**src/logic/fis_params.svh**
```systemverilog
// Offsets, bit positions and reset values of the fault and interrupt status registers.
// Assumes an 8-bit register address and 8-bit register data on the control port.
`ifndef FIS_PARAMS_SVH
`define FIS_PARAMS_SVH

`define FIS_ADDR_W              8
`define FIS_DATA_W              8

`define FIS_OFS_LATCHED         8'h3B
`define FIS_OFS_LIVE            8'h3C
`define FIS_OFS_SUMMARY         8'h3D

`define FIS_RST_LATCHED         8'h00
`define FIS_RST_LIVE            8'h00
`define FIS_RST_SUMMARY         8'h00
`define FIS_RDATA_UNMAPPED      8'h00

`define FIS_LAT_ANALOG_HIGH     7
`define FIS_LAT_ANALOG_LOW      6
`define FIS_LAT_VOICE_UP        5
`define FIS_LAT_VOICE_DOWN      4
`define FIS_LAT_BIAS_SHORT      3
`define FIS_LAT_BIAS_HI_CUR     2
`define FIS_LAT_BIAS_LO_CUR     1
`define FIS_LAT_BIAS_OVER_V     0

`define FIS_LIVE_CLK_ERR        7
`define FIS_LIVE_PLL_LOCK       6
`define FIS_LIVE_BOOST_TEMP     5
`define FIS_LIVE_BOOST_CUR      4
`define FIS_LIVE_BOOST_MODE     3
`define FIS_LIVE_EVENTS         5

`define FIS_SUM_IN1             7
`define FIS_SUM_IN2             6
`define FIS_SUM_OUT1            5
`define FIS_SUM_OUT2            4
`define FIS_SUM_VBAT_LT_BIAS    3

`define FIS_RSVD_MSB            2
`define FIS_RSVD_RST            3'h0

`define FIS_IN_DETAIL_W         8
`define FIS_OUT_DETAIL_W        4
`define FIS_CHANNELS            4

`endif

```
**src/logic/fis_pkg.sv**
```systemverilog
// Types shared by the fault and interrupt status block.
// Numeric constants live in fis_params.svh.
package fis_pkg;

    typedef logic [7:0] fis_byte_t;
    typedef logic [7:0] fis_addr_t;

    typedef enum logic [1:0] {
        FIS_SEL_LATCHED,
        FIS_SEL_LIVE,
        FIS_SEL_SUMMARY,
        FIS_SEL_NONE
    } fis_reg_sel_t;

endpackage

```
**src/logic/fis_sync.sv**
```systemverilog
// Three-stage synchroniser for a group of asynchronous level inputs.
// Assumes the inputs are levels held far longer than three clock periods.
`timescale 1ns/1ns

module fis_sync #(
    parameter int WIDTH = 1
) (
    input  wire logic             core_clk,
    input  wire logic             rst_n,
    input  wire logic [WIDTH-1:0] async_in,
    output logic      [WIDTH-1:0] sync_out
);

    logic [WIDTH-1:0] stage1_q;
    logic [WIDTH-1:0] stage2_q;
    logic [WIDTH-1:0] stage3_q;
    logic [WIDTH-1:0] agree;

    // A bit changes only once the last two stages agree, so a metastable
    // settle in stage one never reaches the register file.
    assign agree = ~(stage2_q ^ stage3_q);

    always_ff @(posedge core_clk) begin
        if (!rst_n) begin
            stage1_q <= '0;
            stage2_q <= '0;
            stage3_q <= '0;
            sync_out <= '0;
        end else begin
            stage1_q <= async_in;
            stage2_q <= stage1_q;
            stage3_q <= stage2_q;
            sync_out <= (agree & stage3_q) | (~agree & sync_out);
        end
    end

endmodule

```
**src/logic/fis_status.sv**
```systemverilog
// Fault and interrupt status registers: latched bias and voice-activity events,
// live clock and boost events, and the per-channel fault summary.
// Assumes the control-port decoder hands over one-cycle read and write strobes
// with an 8-bit address; all fault sources are asynchronous analog levels.
`timescale 1ns/1ns
`include "fis_params.svh"

module fis_status #(
    parameter int IN_DETAIL_W  = `FIS_IN_DETAIL_W,
    parameter int OUT_DETAIL_W = `FIS_OUT_DETAIL_W,
    parameter int CHANNELS     = `FIS_CHANNELS
) (
    input  wire logic                    core_clk,
    input  wire logic                    rst_n,
    // Register access from the control port
    input  wire logic                    reg_rd,
    input  wire logic                    reg_wr,
    input  wire fis_pkg::fis_addr_t      reg_addr,
    input  wire fis_pkg::fis_byte_t      reg_wdata,
    output fis_pkg::fis_byte_t           reg_rdata,
    output logic                         reg_rvalid,
    output logic                         reg_hit,
    output logic                         reg_wr_rsvd_err,
    // Latched event sources
    input  wire logic                    analog_above_high,
    input  wire logic                    analog_below_low,
    input  wire logic                    voice_power_up,
    input  wire logic                    voice_power_down,
    input  wire logic                    bias_short,
    input  wire logic                    bias_high_current,
    input  wire logic                    bias_low_current,
    input  wire logic                    bias_over_voltage,
    // Live event sources
    input  wire logic                    clock_error,
    input  wire logic                    pll_locked,
    input  wire logic                    boost_over_temp,
    input  wire logic                    boost_over_current,
    input  wire logic                    boost_mode_event,
    // Detailed live channel faults
    input  wire logic [IN_DETAIL_W-1:0]  in1_detail,
    input  wire logic [IN_DETAIL_W-1:0]  in2_detail,
    input  wire logic [OUT_DETAIL_W-1:0] out1_detail,
    input  wire logic [OUT_DETAIL_W-1:0] out2_detail,
    input  wire logic [CHANNELS-1:0]     vbat_short_lt_bias,
    // Latched, live and summary register values for neighbouring blocks
    output fis_pkg::fis_byte_t           latched_events,
    output fis_pkg::fis_byte_t           live_events,
    output fis_pkg::fis_byte_t           fault_summary
);

    import fis_pkg::*;

    localparam int LAT_W  = `FIS_DATA_W;
    localparam int LIVE_W = `FIS_LIVE_EVENTS;
    localparam int DET_W  = 2 * IN_DETAIL_W + 2 * OUT_DETAIL_W + CHANNELS;

    // Synchronised sources
    logic [LAT_W-1:0]  lat_src_raw;
    logic [LAT_W-1:0]  lat_src;
    logic [LIVE_W-1:0] live_src_raw;
    logic [LIVE_W-1:0] live_src;
    logic [DET_W-1:0]  det_src_raw;
    logic [DET_W-1:0]  det_src;

    logic [IN_DETAIL_W-1:0]  in1_s;
    logic [IN_DETAIL_W-1:0]  in2_s;
    logic [OUT_DETAIL_W-1:0] out1_s;
    logic [OUT_DETAIL_W-1:0] out2_s;
    logic [CHANNELS-1:0]     vbat_s;

    // Register state
    fis_byte_t    latched_q;
    fis_byte_t    latched_d;
    fis_byte_t    live_q;
    fis_byte_t    live_d;
    fis_byte_t    summary_q;
    fis_byte_t    summary_d;
    fis_byte_t    rdata_q;
    fis_byte_t    rdata_d;
    logic         rvalid_q;
    logic         wr_err_q;

    // Decode
    fis_reg_sel_t sel;
    logic         hit_latched;
    logic         hit_live;
    logic         hit_summary;
    logic         rd_latched;
    logic         clr_en;
    fis_byte_t    clr_mask;
    fis_byte_t    set_mask;
    logic         wr_rsvd_bad;

    // Source packing
    always_comb begin
        lat_src_raw                          = '0;
        lat_src_raw[`FIS_LAT_ANALOG_HIGH]    = analog_above_high;
        lat_src_raw[`FIS_LAT_ANALOG_LOW]     = analog_below_low;
        lat_src_raw[`FIS_LAT_VOICE_UP]       = voice_power_up;
        lat_src_raw[`FIS_LAT_VOICE_DOWN]     = voice_power_down;
        lat_src_raw[`FIS_LAT_BIAS_SHORT]     = bias_short;
        lat_src_raw[`FIS_LAT_BIAS_HI_CUR]    = bias_high_current;
        lat_src_raw[`FIS_LAT_BIAS_LO_CUR]    = bias_low_current;
        lat_src_raw[`FIS_LAT_BIAS_OVER_V]    = bias_over_voltage;
    end

    assign live_src_raw = {clock_error,
                           pll_locked,
                           boost_over_temp,
                           boost_over_current,
                           boost_mode_event};

    assign det_src_raw = {in1_detail,
                          in2_detail,
                          out1_detail,
                          out2_detail,
                          vbat_short_lt_bias};

    fis_sync #(
        .WIDTH (LAT_W)
    ) u_sync_lat (
        .core_clk (core_clk),
        .rst_n    (rst_n),
        .async_in (lat_src_raw),
        .sync_out (lat_src)
    );

    fis_sync #(
        .WIDTH (LIVE_W)
    ) u_sync_live (
        .core_clk (core_clk),
        .rst_n    (rst_n),
        .async_in (live_src_raw),
        .sync_out (live_src)
    );

    fis_sync #(
        .WIDTH (DET_W)
    ) u_sync_det (
        .core_clk (core_clk),
        .rst_n    (rst_n),
        .async_in (det_src_raw),
        .sync_out (det_src)
    );

    assign {in1_s, in2_s, out1_s, out2_s, vbat_s} = det_src;

    // Address decode
    assign hit_latched = (reg_addr == `FIS_OFS_LATCHED);
    assign hit_live    = (reg_addr == `FIS_OFS_LIVE);
    assign hit_summary = (reg_addr == `FIS_OFS_SUMMARY);

    assign sel = hit_latched ? FIS_SEL_LATCHED :
                 hit_live    ? FIS_SEL_LIVE    :
                 hit_summary ? FIS_SEL_SUMMARY : FIS_SEL_NONE;

    assign reg_hit = (reg_rd | reg_wr) & (sel != FIS_SEL_NONE);

    // Latched events: a source level keeps its flag set; a read clears only
    // the bits it returned, and a source still active sets it again at once,
    // so an event coinciding with the read is never lost.
    assign rd_latched = reg_rd & hit_latched;
    assign clr_en     = rd_latched;
    assign clr_mask   = clr_en ? latched_q : `FIS_RST_LATCHED;
    assign set_mask   = lat_src;
    assign latched_d  = (latched_q & ~clr_mask) | set_mask;

    // Live events track their sources; reads have no side effect.
    always_comb begin
        live_d                           = `FIS_RST_LIVE;
        live_d[`FIS_LIVE_CLK_ERR]        = live_src[4];
        live_d[`FIS_LIVE_PLL_LOCK]       = live_src[3];
        live_d[`FIS_LIVE_BOOST_TEMP]     = live_src[2];
        live_d[`FIS_LIVE_BOOST_CUR]      = live_src[1];
        live_d[`FIS_LIVE_BOOST_MODE]     = live_src[0];
        live_d[`FIS_RSVD_MSB:0]          = `FIS_RSVD_RST;
    end

    // Channel summary is an unlatched OR of the detail bits.
    always_comb begin
        summary_d                        = `FIS_RST_SUMMARY;
        summary_d[`FIS_SUM_IN1]          = |in1_s;
        summary_d[`FIS_SUM_IN2]          = |in2_s;
        summary_d[`FIS_SUM_OUT1]         = |out1_s;
        summary_d[`FIS_SUM_OUT2]         = |out2_s;
        summary_d[`FIS_SUM_VBAT_LT_BIAS] = |vbat_s;
        summary_d[`FIS_RSVD_MSB:0]       = `FIS_RSVD_RST;
    end

    // Read mux: the value returned for the latched register is the one that
    // the same edge clears, so software sees exactly what it acknowledged.
    always_comb begin
        unique case (sel)
            FIS_SEL_LATCHED: rdata_d = latched_q;
            FIS_SEL_LIVE:    rdata_d = live_q;
            FIS_SEL_SUMMARY: rdata_d = summary_q;
            FIS_SEL_NONE:    rdata_d = `FIS_RDATA_UNMAPPED;
        endcase
    end

    // All three registers are read-only; a write that puts anything other
    // than the reset value into a reserved field is flagged for one cycle.
    assign wr_rsvd_bad = reg_wr
                         & (hit_live | hit_summary)
                         & (reg_wdata[`FIS_RSVD_MSB:0] != `FIS_RSVD_RST);

    always_ff @(posedge core_clk) begin
        if (!rst_n) begin
            latched_q <= `FIS_RST_LATCHED;
            live_q    <= `FIS_RST_LIVE;
            summary_q <= `FIS_RST_SUMMARY;
        end else begin
            latched_q <= latched_d;
            live_q    <= live_d;
            summary_q <= summary_d;
        end
    end

    always_ff @(posedge core_clk) begin
        if (!rst_n) begin
            rdata_q  <= `FIS_RDATA_UNMAPPED;
            rvalid_q <= 1'b0;
            wr_err_q <= 1'b0;
        end else begin
            rvalid_q <= reg_rd;
            wr_err_q <= wr_rsvd_bad;
            if (reg_rd) begin
                rdata_q <= rdata_d;
            end
        end
    end

    assign reg_rdata       = rdata_q;
    assign reg_rvalid      = rvalid_q;
    assign reg_wr_rsvd_err = wr_err_q;
    assign latched_events  = latched_q;
    assign live_events     = live_q;
    assign fault_summary   = summary_q;

endmodule

```
**config.mk**
```make
export PLATFORM = sky130hd
export DESIGN_NAME = fis_status
export DESIGN_NICKNAME = d
export VERILOG_FILES = /design/src/logic/fis_pkg.sv /design/src/logic/fis_sync.sv /design/src/logic/fis_status.sv
export VERILOG_INCLUDE_DIRS = /design/src /design/src/logic
export SDC_FILE = /design/constraint.sdc
export NUM_CORES = 1
export LEC_CHECK = 0
export ABC_AREA = 0
export BUFFER_PORTS_ARGS = -buffer_cell sky130_fd_sc_hd__buf_2
export CORE_MARGIN = 4
export CORE_UTILIZATION = 40
export DETAILED_ROUTE_END_ITERATION = 10
export PLACE_DENSITY = 0.58
export SETUP_SLACK_MARGIN = 0.05
export SLEW_MARGIN = 30
export SYNTH_ARGS = -nofsm -noshare
export SYNTH_HDL_FRONTEND = slang
export SYNTH_SLANG_ARGS = --single-unit
```
**constraint.sdc**
```tcl
create_clock -name core_clk -period 1.1 [get_ports core_clk]
set_input_delay 0.22 -clock core_clk [delete_from_list [all_inputs] [get_ports core_clk]]
set_output_delay 0.22 -clock core_clk [all_outputs]
set_load 0.005 [all_outputs]
```
* Word-level counts from Yosys, hierarchy flattened *
Cells that the tools add are included.

operators by class
  add/sub/neg operators = 0
  $mul = 0
  div/mod/pow operators = 0
  order comparisons = 0
  equal/unequal tests = 7
  shift-type cells = 0
  mux-type cells = 5
  bitwise logic cells = 27
  reductions and logical operators = 7

operator list
  cell                number
  $and 28x28->28      2
  $not 28->28         2
  $pmux 8 s4          1
  $or 28x28->28       1
  $xor 28x28->28      1
  $and 8x8->8         3
  $eq 8x6->1 const B  3
  $not 8->8           3
  $or 8x8->8          2
  $reduce_or 8->1     2
  $reduce_or 4->1     3
  $and 5x5->5         2
  $not 5->5           2
  $mux 8              1
  $xor 8x8->8         1
  $or 5x5->5          1
  $xor 5x5->5         1
  $and 1x1->1         4
  $eq 2x2->1 const B  2
  $mux 2              2
  $reduce_bool 3->1   1
  $eq 2x1->1 const B  1
  $logic_not 2->1     1
  $ne 2x2->1 const B  1
  other kinds (2)     3

word-level totals
  register bits after elaboration = 198
  bits in latches = 0
  memory bits (writable) = 0
  bits in read-only memories = 0
  bits of input ports = 61
  output and inout port bits = 35
  word-level logic and storage cells = 66
  memories kept = 0

* Logic depth before layout (Yosys ltp) *
Gate-level depths: netlist (run 1).

  depth after elaboration = 6
  mapped depth = 5
  depth with buffers taken out = 3

* Cells and area by module *
From an unflattened synthesis (run 1), not the netlist that was laid out.

unflattened totals
  cells, all modules = 547
  area total of the unflattened synthesis = 6177.2 um^2

modules (own cells, without submodules)
  module                  instances  cells each  area each (um^2)  seq. area each (um^2)
  fis_sync (u_sync_det)   1          292         3360.7            2242.2
  fis_status              1          120         1248.7            560.5
  fis_sync (u_sync_lat)   1          83          960.9             640.6
  fis_sync (u_sync_live)  1          52          606.8             400.4

* Least setup slack after synthesis (run 1) *
Ideal clock, no wire load.

  path kind = input port to flip-flop
  from = input reg_addr[0]
  to = register rdata_q[1], in the netlist reg_rdata[1]
  library setup time = 0.116 ns
  arrival time = 1.006 ns
  data required time = 0.984 ns
  setup slack = -0.023 ns
  cell stages on the path = 5
  buffers on the path = 2
  cells stage by stage = buf_6 > and3b_1 > and3_4 > buf_6 > a41o_1

on the way
  word-level cells in the longest chain between the ends = 6
  elaborated cells on any way between the ends = 11
  those cells by class = eq/ne: 6; mux: 4; reduce/logical: 1

ends and longest elaborated chain
  what                                      RTL line           RTL
  start, declared                           fis_status.sv:18   input wire fis_pkg::fis_addr_t reg_addr,
  $eq 8x6->1 (no line)                      n/a
  $mux 1                                    fis_status.sv:155  hit_summary ? FIS_SEL_SUMMARY : FIS_SEL_NONE;
  $mux 2                                    fis_status.sv:154  hit_live ? FIS_SEL_LIVE :
  $mux 2 (*)                                fis_status.sv:153  assign sel = hit_latched ? FIS_SEL_LATCHED :
  $eq 2x2->1, or another cell as far along  fis_status.sv:193  unique case (sel)
  $pmux 8 s4 (*)                            fis_status.sv:193
  end signal, assigned                      fis_status.sv:221  rdata_q <= `FIS_RDATA_UNMAPPED;
  end signal, assigned                      fis_status.sv:228  rdata_q <= rdata_d;
  end, declared                             fis_status.sv:78   fis_byte_t rdata_q;

Every way passes the cells marked *; elsewhere a longest branch is shown, timed or not.
A chain may end at the register's enable or synchronous reset.

* Worst setup path in the final report (run 1) *
  from = register summary_q[4], in the netlist fault_summary[4]
  to = register rdata_q[4], in the netlist reg_rdata[4]

on the way
  word-level cells in the longest chain between the ends = 1

ends and longest elaborated chain
  what                    RTL line           RTL
  start, declared         fis_status.sv:76   fis_byte_t summary_q;
  start signal, assigned  fis_status.sv:211  summary_q <= `FIS_RST_SUMMARY;
  start signal, assigned  fis_status.sv:215  summary_q <= summary_d;
  $pmux 8 s4              fis_status.sv:193

Every way passes these cells.

==> results of run 1 <==
==> cell type report <==
cell class	instances	area, µm²	share of cell area (%)
tap	184	230.2	2.875
clock buffer	18	429.2	5.359
multi-input combinational	322	2047	25.56
sequential	192	3887	48.55
inverter	8	30.03	0.3750
timing repair buffer	151	1216	15.19
clock inverter	14	167.7	2.094
==> metrics by stage <==
| step | hold slack (ps) | setup TNS (ps) | instance area [µm²] | setup WS (ps) |
|---|---|---|---|---|
| 4_1_cts | 1.234 | -599.6 | 7828 | -42.95 |
| 3_3_place_gp | 413.9 | -278.1 | 6593 | -29.85 |
| 5_1_grt | 11.93 | -874.0 | 8008 | -55.90 |
| 6_report | 26.12 | -77.99 | 8008 | -29.38 |
| 3_5_place_dp | 416.9 | -751.4 | 6593 | -89.05 |
| 2_1_floorplan | 347.3 | 0 | 6017 | 2.315 |
==> where the power goes <==
group	internal, mW	switching [mW]
registers	7.14	0.0748
logic	0.349	0.225
clock network	3.44	2.72
total	10.9	3.02
==> path summary, 6_finish.rpt <==
| kind | start | depth (start not counted) | to |
|---|---|---|---|
| min | boost_mode_event | 2 | u_sync_live.stage1_q[0] |
| min reg2reg | u_sync_det.stage1_q[3] | 1 | u_sync_det.stage2_q[3] |
| max reg2reg | fault_summary[4] | 4 | reg_rdata[4] |
| max | fault_summary[4] | 4 | reg_rdata[4] |
==> cells by family (layout without fill, tap and decap cells) <==
family	count (synthesis)	in the layout	synth area share (%)
simple gates	193	193	18.66
compound gates	118	118	12.86
mux	5	5	0.9392
other cells	1	6	0.06256
buf+inv	40	191	3.360
flops	192	192	64.12
==> metal layers <==
metal,vias to the layer above,part of all wire [%]
met5,-,0
met4,0,2.6
met3,23,3.7
met2,74,51
met1,1866,43
li1,2091,-
==> repair_timing <==
| item | CTS | global route |
|---|---|---|
| hold buffers | 35 | 0 |
| hold endpoints to repair | 35 | 0 |
| resized for setup | 45 | 31 |
| buffers inserted | 22 | 2 |
| endpoints found under the setup margin | 29 | 36 |
| pin swaps | 11 | 6 |
==> cell usage after synthesis <==
cell type  instances  area [µm²]
a211oi_1           5       37.54
a21boi_0          43       322.8
a21boi_1           1       7.510
a22oi_1            5       37.54
a31oi_1            8       50.05
a41o_1             3       30.03
and2_1           129       807.0
and3_4             1       11.26
and3b_1            5       43.79
and4b_2            1       11.26
and4bb_2           1       12.51
buf_2              2       10.01
buf_4              9       67.56
buf_6              2       22.52
clkbuf_1          19       71.32
conb_1             1       3.750
dfxtp_1          192        3844
inv_1              8       30.03
mux2_2             5       56.30
nand2_1           42       157.7
nand2b_1           1       6.260
nor2_1             6       22.52
nor2b_1            1       6.260
nor3_1             1       5.000
nor4_1             4       25.02
nor4bb_1           1       10.01
o21ai_0           49       245.2
o22ai_1            1       6.260
o41a_1             3       33.78
==> flow_summary.ini, run 1 <==
[sta]
finalSetupViolCount = 6
worst_pin_slew_ps = 544.6
layout_setup_ws_ps = -29.38
fin_skew_ps = 6.711
fin_crit_ps = 1129
clock.fmax_mhz = 885.4
post-route-period-util_pct = 102.7
slew_headroom_pct = 63.62
rsz0062_at_grt = true
report.final.slew_viol_count = 0
hold_viol = 0

[clock_tree]
clockRootBuffer = clkbuf_16
cts.clk_slew.worst_paths_ps = 70
clockBufferDepth = 2
cts_sinks = 192
h-tree-depth = 4
clk_latency_ps = 430
numCtsBuffers = 17
cts_tree = built

[floorplan]
core_area_mm2 = 0.01459
die_area_mm2 = 0.01701
initial_core_util_pct = 41.09
io_pins = 96
die_x_um = 130.4
rows = 44
die_y_um = 130.4

[placed_design]
dp.cells = 798
hpwl_um = 6917
gp_congestion = 0.8094
portBuffers = 84

[global_routing]
grtUsageMet2_pct = 23.90
grt_use_met1_pct = 15.08
grt_overflow = 0
grt_use_met3_pct = 4.146
antenna_found_initial = 0
grt_first_pass_wirelength_um = 18130
grt_usage_pct = 13.71
grt_pass1_vias = 4010
grt_start_max_net_pins = 63
top_usage_layer = met2

[worst_setup_path]
crit_path_max_incr_delay_ps = 360
critPathKind = flip-flop to flip-flop
worst_setup_path_end_kind = flip-flop
path_delay_family = flip-flops
crit_path_max_fanout = 2
arrival_ps = 1420
cp-start-kind = flip-flop
crit_buf_inv = 1
crit_path_top_delay_cell = dfxtp_4
r2r_slack_ps = -30
path_cells = buf_4 -> mux2_2 -> a22oi_2 -> a211oi_2
critical_path_required_ps = 1390

[outcome]
status = finished, violations left
failed_checks = setup timing

[detailed_routing]
post-route-drc-count = 0
dr.pass1.iters = 4
final_antenna_net_count = 0
routed_via_density = 4.560
vias = 4054
dr.first_iter.drc_count = 165
wire_per_inst_um = 12.41
drt-total-wl_um = 11030

[final_layout]
area_delta_synth_final_pct = 33.58
most-common-layout-cells = 165 x dfxtp_1, 129 x and2_1, 59 x buf_2, 49 x o21ai_0, 43 x a21boi_0
nets = 753
nFillCells = 1263
layout-drive-gt1-share_pct = 27.38
layout_commonest_cell = dfxtp_1
final_core_util_pct = 54.89
final_cells = 889
num_antenna_cells = 0

[synthesis]
ys_types = 29
seq_area_frac_synth_pct = 64.12
yosys_warnings = 0
synth.cell_area_mm2 = 0.005994
avgSynthCellArea_um2 = 10.92
ys_ff_latch = 192
syn_inst = 549

[power]
power_density_mw_per_mm2 = 1741
peakVddDrop_mv = 1.228
p_leak_nw = 3.278
fin_total_pwr_mw = 13.94

[min_path]
min_path_type = input pin to flip-flop

[job]
maxCapViolations = 0
Power figures use the tool's default switching activity.
==> run 2: changes to the inputs <==
--- a/config.mk
+++ b/config.mk
@@ -9,9 +9,9 @@
 export ABC_AREA = 0
 export BUFFER_PORTS_ARGS = -buffer_cell sky130_fd_sc_hd__buf_2
 export CORE_MARGIN = 4
-export CORE_UTILIZATION = 40
+export CORE_UTILIZATION = 50
 export DETAILED_ROUTE_END_ITERATION = 10
-export PLACE_DENSITY = 0.58
+export PLACE_DENSITY = 0.71
 export SETUP_SLACK_MARGIN = 0.05
 export SLEW_MARGIN = 30
 export SYNTH_ARGS = -nofsm -noshare
==> run 2 against run 1 <==
Net effect:
- the flow still finishes with violations (setup timing)
- worst hold slack got worse by 8.3 ps
- die area is 19% lower
- total power rose by 0.17%
- sequential power about the same
- flip-flop and latch count unchanged
- highest routed layer unchanged
==> flow_summary.ini, run 2 (synthesized netlist as in run 1, its figures left out) <==
[outcome]
status = finished, violations left
failed_checks = setup timing

[detailed_routing]
routed_via_density = 4.774
dr.pass1.iters = 4
vias = 4039
dr.first_iter.drc_count = 232
drt-total-wl_um = 10660
wire_per_inst_um = 12.60
final_antenna_net_count = 0
post-route-drc-count = 0

[worst_setup_path]
rr_worst_depth = 4
worst_setup_path_end_kind = output port
cp-start-kind = input pin
critical_path_required_ps = 880
crit_path_max_fanout = 2
critPathKind = input pin to output port
arrival_ps = 920

[sta]
finalSetupViolCount = 1
rsz0062_at_grt = true
clock.fmax_mhz = 875.8
post-route-period-util_pct = 103.8
layout_setup_ws_ps = -41.84
fin_skew_ps = 8.834
report.final.slew_viol_count = 0
fin_crit_ps = 1142
hold_viol = 0
hold_ws_ps = 17.83

[floorplan]
io_pins = 96
die_area_mm2 = 0.01381
die_x_um = 117.5
initial_core_util_pct = 51.83
rows = 39
die_y_um = 117.5
core_area_mm2 = 0.01156

[clock_tree]
clk_latency_ps = 420
cts_sinks = 192
cts.clk_slew.worst_paths_ps = 70
numCtsBuffers = 17
clockBufferDepth = 2
clockRootBuffer = clkbuf_16
cts_tree = built
h-tree-depth = 4

[placed_design]
dp_slack_ps = -114.7
hpwl_um = 6819
gp_congestion = 0.7820
dp.cells = 757
portBuffers = 84

[power]
p_leak_nw = 3.235
power_density_mw_per_mm2 = 1786
peakVddDrop_mv = 1.422
fin_total_pwr_mw = 13.96

[global_routing]
grt_overflow = 0
antenna_found_initial = 0
grt_start_max_net_pins = 64
grt_first_pass_wirelength_um = 18080
grt_pass1_vias = 3903
grt_usage_pct = 16.27

[final_layout]
area_delta_synth_final_pct = 30.45
layout_commonest_cell = dfxtp_1
multi_input_area_mm2 = 0.001994
nFillCells = 844
num_antenna_cells = 0
nets = 751
final_cells = 846
most-common-layout-cells = 165 x dfxtp_1, 129 x and2_1, 69 x buf_2, 49 x o21ai_0, 43 x a21boi_0
layout-drive-gt1-share_pct = 26.17
register_area_mm2 = 0.003877

[min_path]
min_path_type = input pin to flip-flop
hold_depth = 2

[job]
maxCapViolations = 0
run 2: worst max-delay path: stages:
cell and delay [ps]:
buf_6 90, and4bb_2 330, nand2_2 70, nor2_1 90, buf_2 120
run 2: area by class of cell:
class,instances,share of cell area [%]
clock buffers,17,5.440
clock inverters,15,2.368
inverters,8,0.3840
multi-input cells,322,25.50
flip-flops and latches,192,49.58
well taps,143,2.288
repair buffers,149,14.43
run 2: power by group:
part | switching [mW] | total, mW | internal, mW
Clock | 2.59 | 6.18 | 3.60
Combinational | 0.218 | 0.558 | 0.340
Sequential | 0.0755 | 7.22 | 7.15
Total | 2.88 | 14.0 | 11.1
run 2: through the flow:
step,area (µm²),utilization [%],setup TNS [ps]
final,7820,67.62,-41.84
after global routing,7820,67.62,-726.7
after CTS,7729,66.83,-122.3
after detailed placement,6541,56.56,-1333
after global placement,6541,56.56,-686.5
after floorplan,6017,-,0
run 2: layer usage:
metal	track usage, %	vias to the layer above	share of wire, %
met5	0	-	0
met4	5.861	0	1.5
met3	6.391	15	5.3
met2	27.49	77	50
met1	18.79	1858	43
li1	-	2089	-
run 2: final timing paths:
kind                            from                       to  slack, ps
min reg2reg  u_sync_det.stage1_q[12]  u_sync_det.stage2_q[12]        430
min                 boost_mode_event  u_sync_live.stage1_q[0]         20
max reg2reg         fault_summary[4]             reg_rdata[4]         30
max                      reg_addr[7]                  reg_hit        -40
run 2: what timing repair did:
item                                    4_1_cts  5_1_grt
hold buffers                                 35        2
endpoints found under the setup margin       29       32
setup buffers                                16        4
pin swaps                                     8        2
endpoints found under the hold margin        35        2
resized for setup                            40        7
gates cloned                                  0        0
==> run 3: changes to the inputs <==
--- a/config.mk
+++ b/config.mk
@@ -8,9 +8,11 @@
 export LEC_CHECK = 0
 export ABC_AREA = 0
 export BUFFER_PORTS_ARGS = -buffer_cell sky130_fd_sc_hd__buf_2
+export CORE_ASPECT_RATIO = 0.8
 export CORE_MARGIN = 4
 export CORE_UTILIZATION = 50
 export DETAILED_ROUTE_END_ITERATION = 10
+export GPL_TIMING_DRIVEN = 0
 export PLACE_DENSITY = 0.71
 export SETUP_SLACK_MARGIN = 0.05
 export SLEW_MARGIN = 30
==> run 3 against run 2 <==
Net effect:
- largest cell class unchanged
- highest routed layer unchanged
- clock-buffer cell count unchanged
- maximum frequency increased by 0.26%
- via count increased by 4.4%
- largest power group unchanged
- first-iteration DRC count shrank 12%
- register-to-register slack barely moved
- non-clock buffer count is 18 higher
- the flow still finishes with violations (setup timing)
- worst hold slack lost 6.4 ps
- clock skew shrank 0.59 ps
- global-route usage increased by 2.5 points
- sequential power about the same
- design area up 0.48%
==> flow_summary.ini, run 3 (synthesized netlist as in run 1, its figures left out) <==
[final_layout]
layout-drive-gt1-share_pct = 27.05
area_delta_synth_final_pct = 31.08
num_antenna_cells = 0
nets = 769
final_cells = 869
most-common-layout-cells = 165 x dfxtp_1, 129 x and2_1, 71 x buf_2, 49 x o21ai_0, 43 x a21boi_0
layout_commonest_cell = dfxtp_1

[sta]
worst_pin_slew_ps = 543.7
fin_crit_ps = 1139
finalSetupViolCount = 6
slew_headroom_pct = 63.75
hold_ws_ps = 11.40
fin_skew_ps = 8.242
hold_viol = 0
finalSetupTns_ps = -103.3
layout_setup_ws_ps = -38.91
clock.fmax_mhz = 878.0
report.final.slew_viol_count = 0
rsz0062_at_grt = true
post-route-period-util_pct = 103.5

[floorplan]
io_pins = 96
core_area_mm2 = 0.01160
die_area_mm2 = 0.01382
initial_core_util_pct = 51.65
rows = 35
die_y_um = 105.9
die_x_um = 130.4

[clock_tree]
clockRootBuffer = clkbuf_16
numCtsBuffers = 17
cts_tree = built
clk_latency_ps = 430
cts.clk_slew.worst_paths_ps = 70
clockBufferDepth = 2
cts_sinks = 192
h-tree-depth = 4

[power]
power_density_mw_per_mm2 = 1805
p_leak_nw = 3.272
fin_total_pwr_mw = 14.18
peakVddDrop_mv = 1.238

[detailed_routing]
post-route-drc-count = 0
routed_via_density = 4.854
drt-total-wl_um = 12390
vias = 4218
dr.pass1.iters = 5
dr.first_iter.drc_count = 204
final_antenna_net_count = 0
wire_per_inst_um = 14.26

[global_routing]
grt_usage_pct = 18.77
grt_pass1_vias = 4222
grt_first_pass_wirelength_um = 20130
grt_overflow = 0
grt_start_max_net_pins = 19
antenna_found_initial = 0

[worst_setup_path]
cpMostUsedCell = buf_4
worst_setup_path_end_kind = flip-flop
arrival_ps = 1470
crit_path_max_fanout = 2
path_cells = buf_6 -> and4bb_2 -> nand2_2 -> buf_4 -> buf_4 -> buf_4 -> buf_4 -> nor4bb_2
critical_path_required_ps = 1430
path_delay_family = simple AND/OR/NAND/NOR gates
crit_buf_inv = 5
crit_path_top_delay_cell = and4bb_2
cp-start-kind = input pin
critPathKind = input pin to flip-flop
crit_path_max_incr_delay_ps = 320

[outcome]
status = finished, violations left
failed_checks = setup timing

[placed_design]
dp.cells = 785
portBuffers = 83
gp_congestion = 0.8360
hpwl_um = 7994
dp_slack_ps = -285.9

[job]
maxCapViolations = 0

[min_path]
min_path_type = input pin to flip-flop
[run 3: worst paths after layout]
path / startpoint / to / slack (ps) / cells after the start
max: reg_addr[6] / reg_wr_rsvd_err / -40 / 8
min: analog_above_high / u_sync_lat.stage1_q[7] / 10 / 2
max reg2reg: fault_summary[4] / reg_rdata[4] / 40 / 4
min reg2reg: u_sync_det.stage1_q[9] / u_sync_det.stage2_q[9] / 430 / 1
[run 3: per-stage QoR]
stage	util, %	cell area [µm²]
final	67.71	7858
after global routing	67.71	7858
after CTS	66.71	7741
after detailed placement	57.02	6618
after global placement	57.02	6618
after floorplan	-	6017
[run 3: what timing repair did]
action	CTS	global route
pin swaps	5	4
endpoints found under the hold margin	29	0
endpoints found under the setup margin	30	36
buffers inserted	16	7
hold buffers	29	0
gates cloned	0	0
gates resized for setup	37	15
[run 3: final cells by class]
class | count | area, µm²
Timing Repair Buffer | 135 | 959.7
Sequential cell | 192 | 3877
Clock inverter | 15 | 193.9
Fill cell | 862 | 3747
Tap cell | 148 | 185.2
Clock buffer | 17 | 425.4
Inverter | 8 | 30.03
Buffer | 32 | 178.9
Multi-Input combinational cell | 322 | 2007
[run 3: routing by layer]
| layer | part of all wire, % | up-vias | GRT usage [%] |
|---|---|---|---|
| li1 | - | 2124 | - |
| met1 | 44 | 1988 | 23.47 |
| met2 | 49 | 86 | 31.04 |
| met3 | 4.4 | 20 | 4.621 |
| met4 | 2.0 | 0 | 7.562 |
| met5 | 0 | - | 0 |
[run 3: where the power goes]
part	internal [mW]	switching, mW	total (mW)
Combinational	0.336	0.260	0.596
Sequential	7.15	0.0796	7.23
Clock	3.65	2.71	6.36
[run 3: worst register-to-register path, stage by stage (launching register included)]
cell	delay, ps
dfxtp_2	340
buf_4	130
mux2_4	250
a22oi_2	140
a211oi_1	80
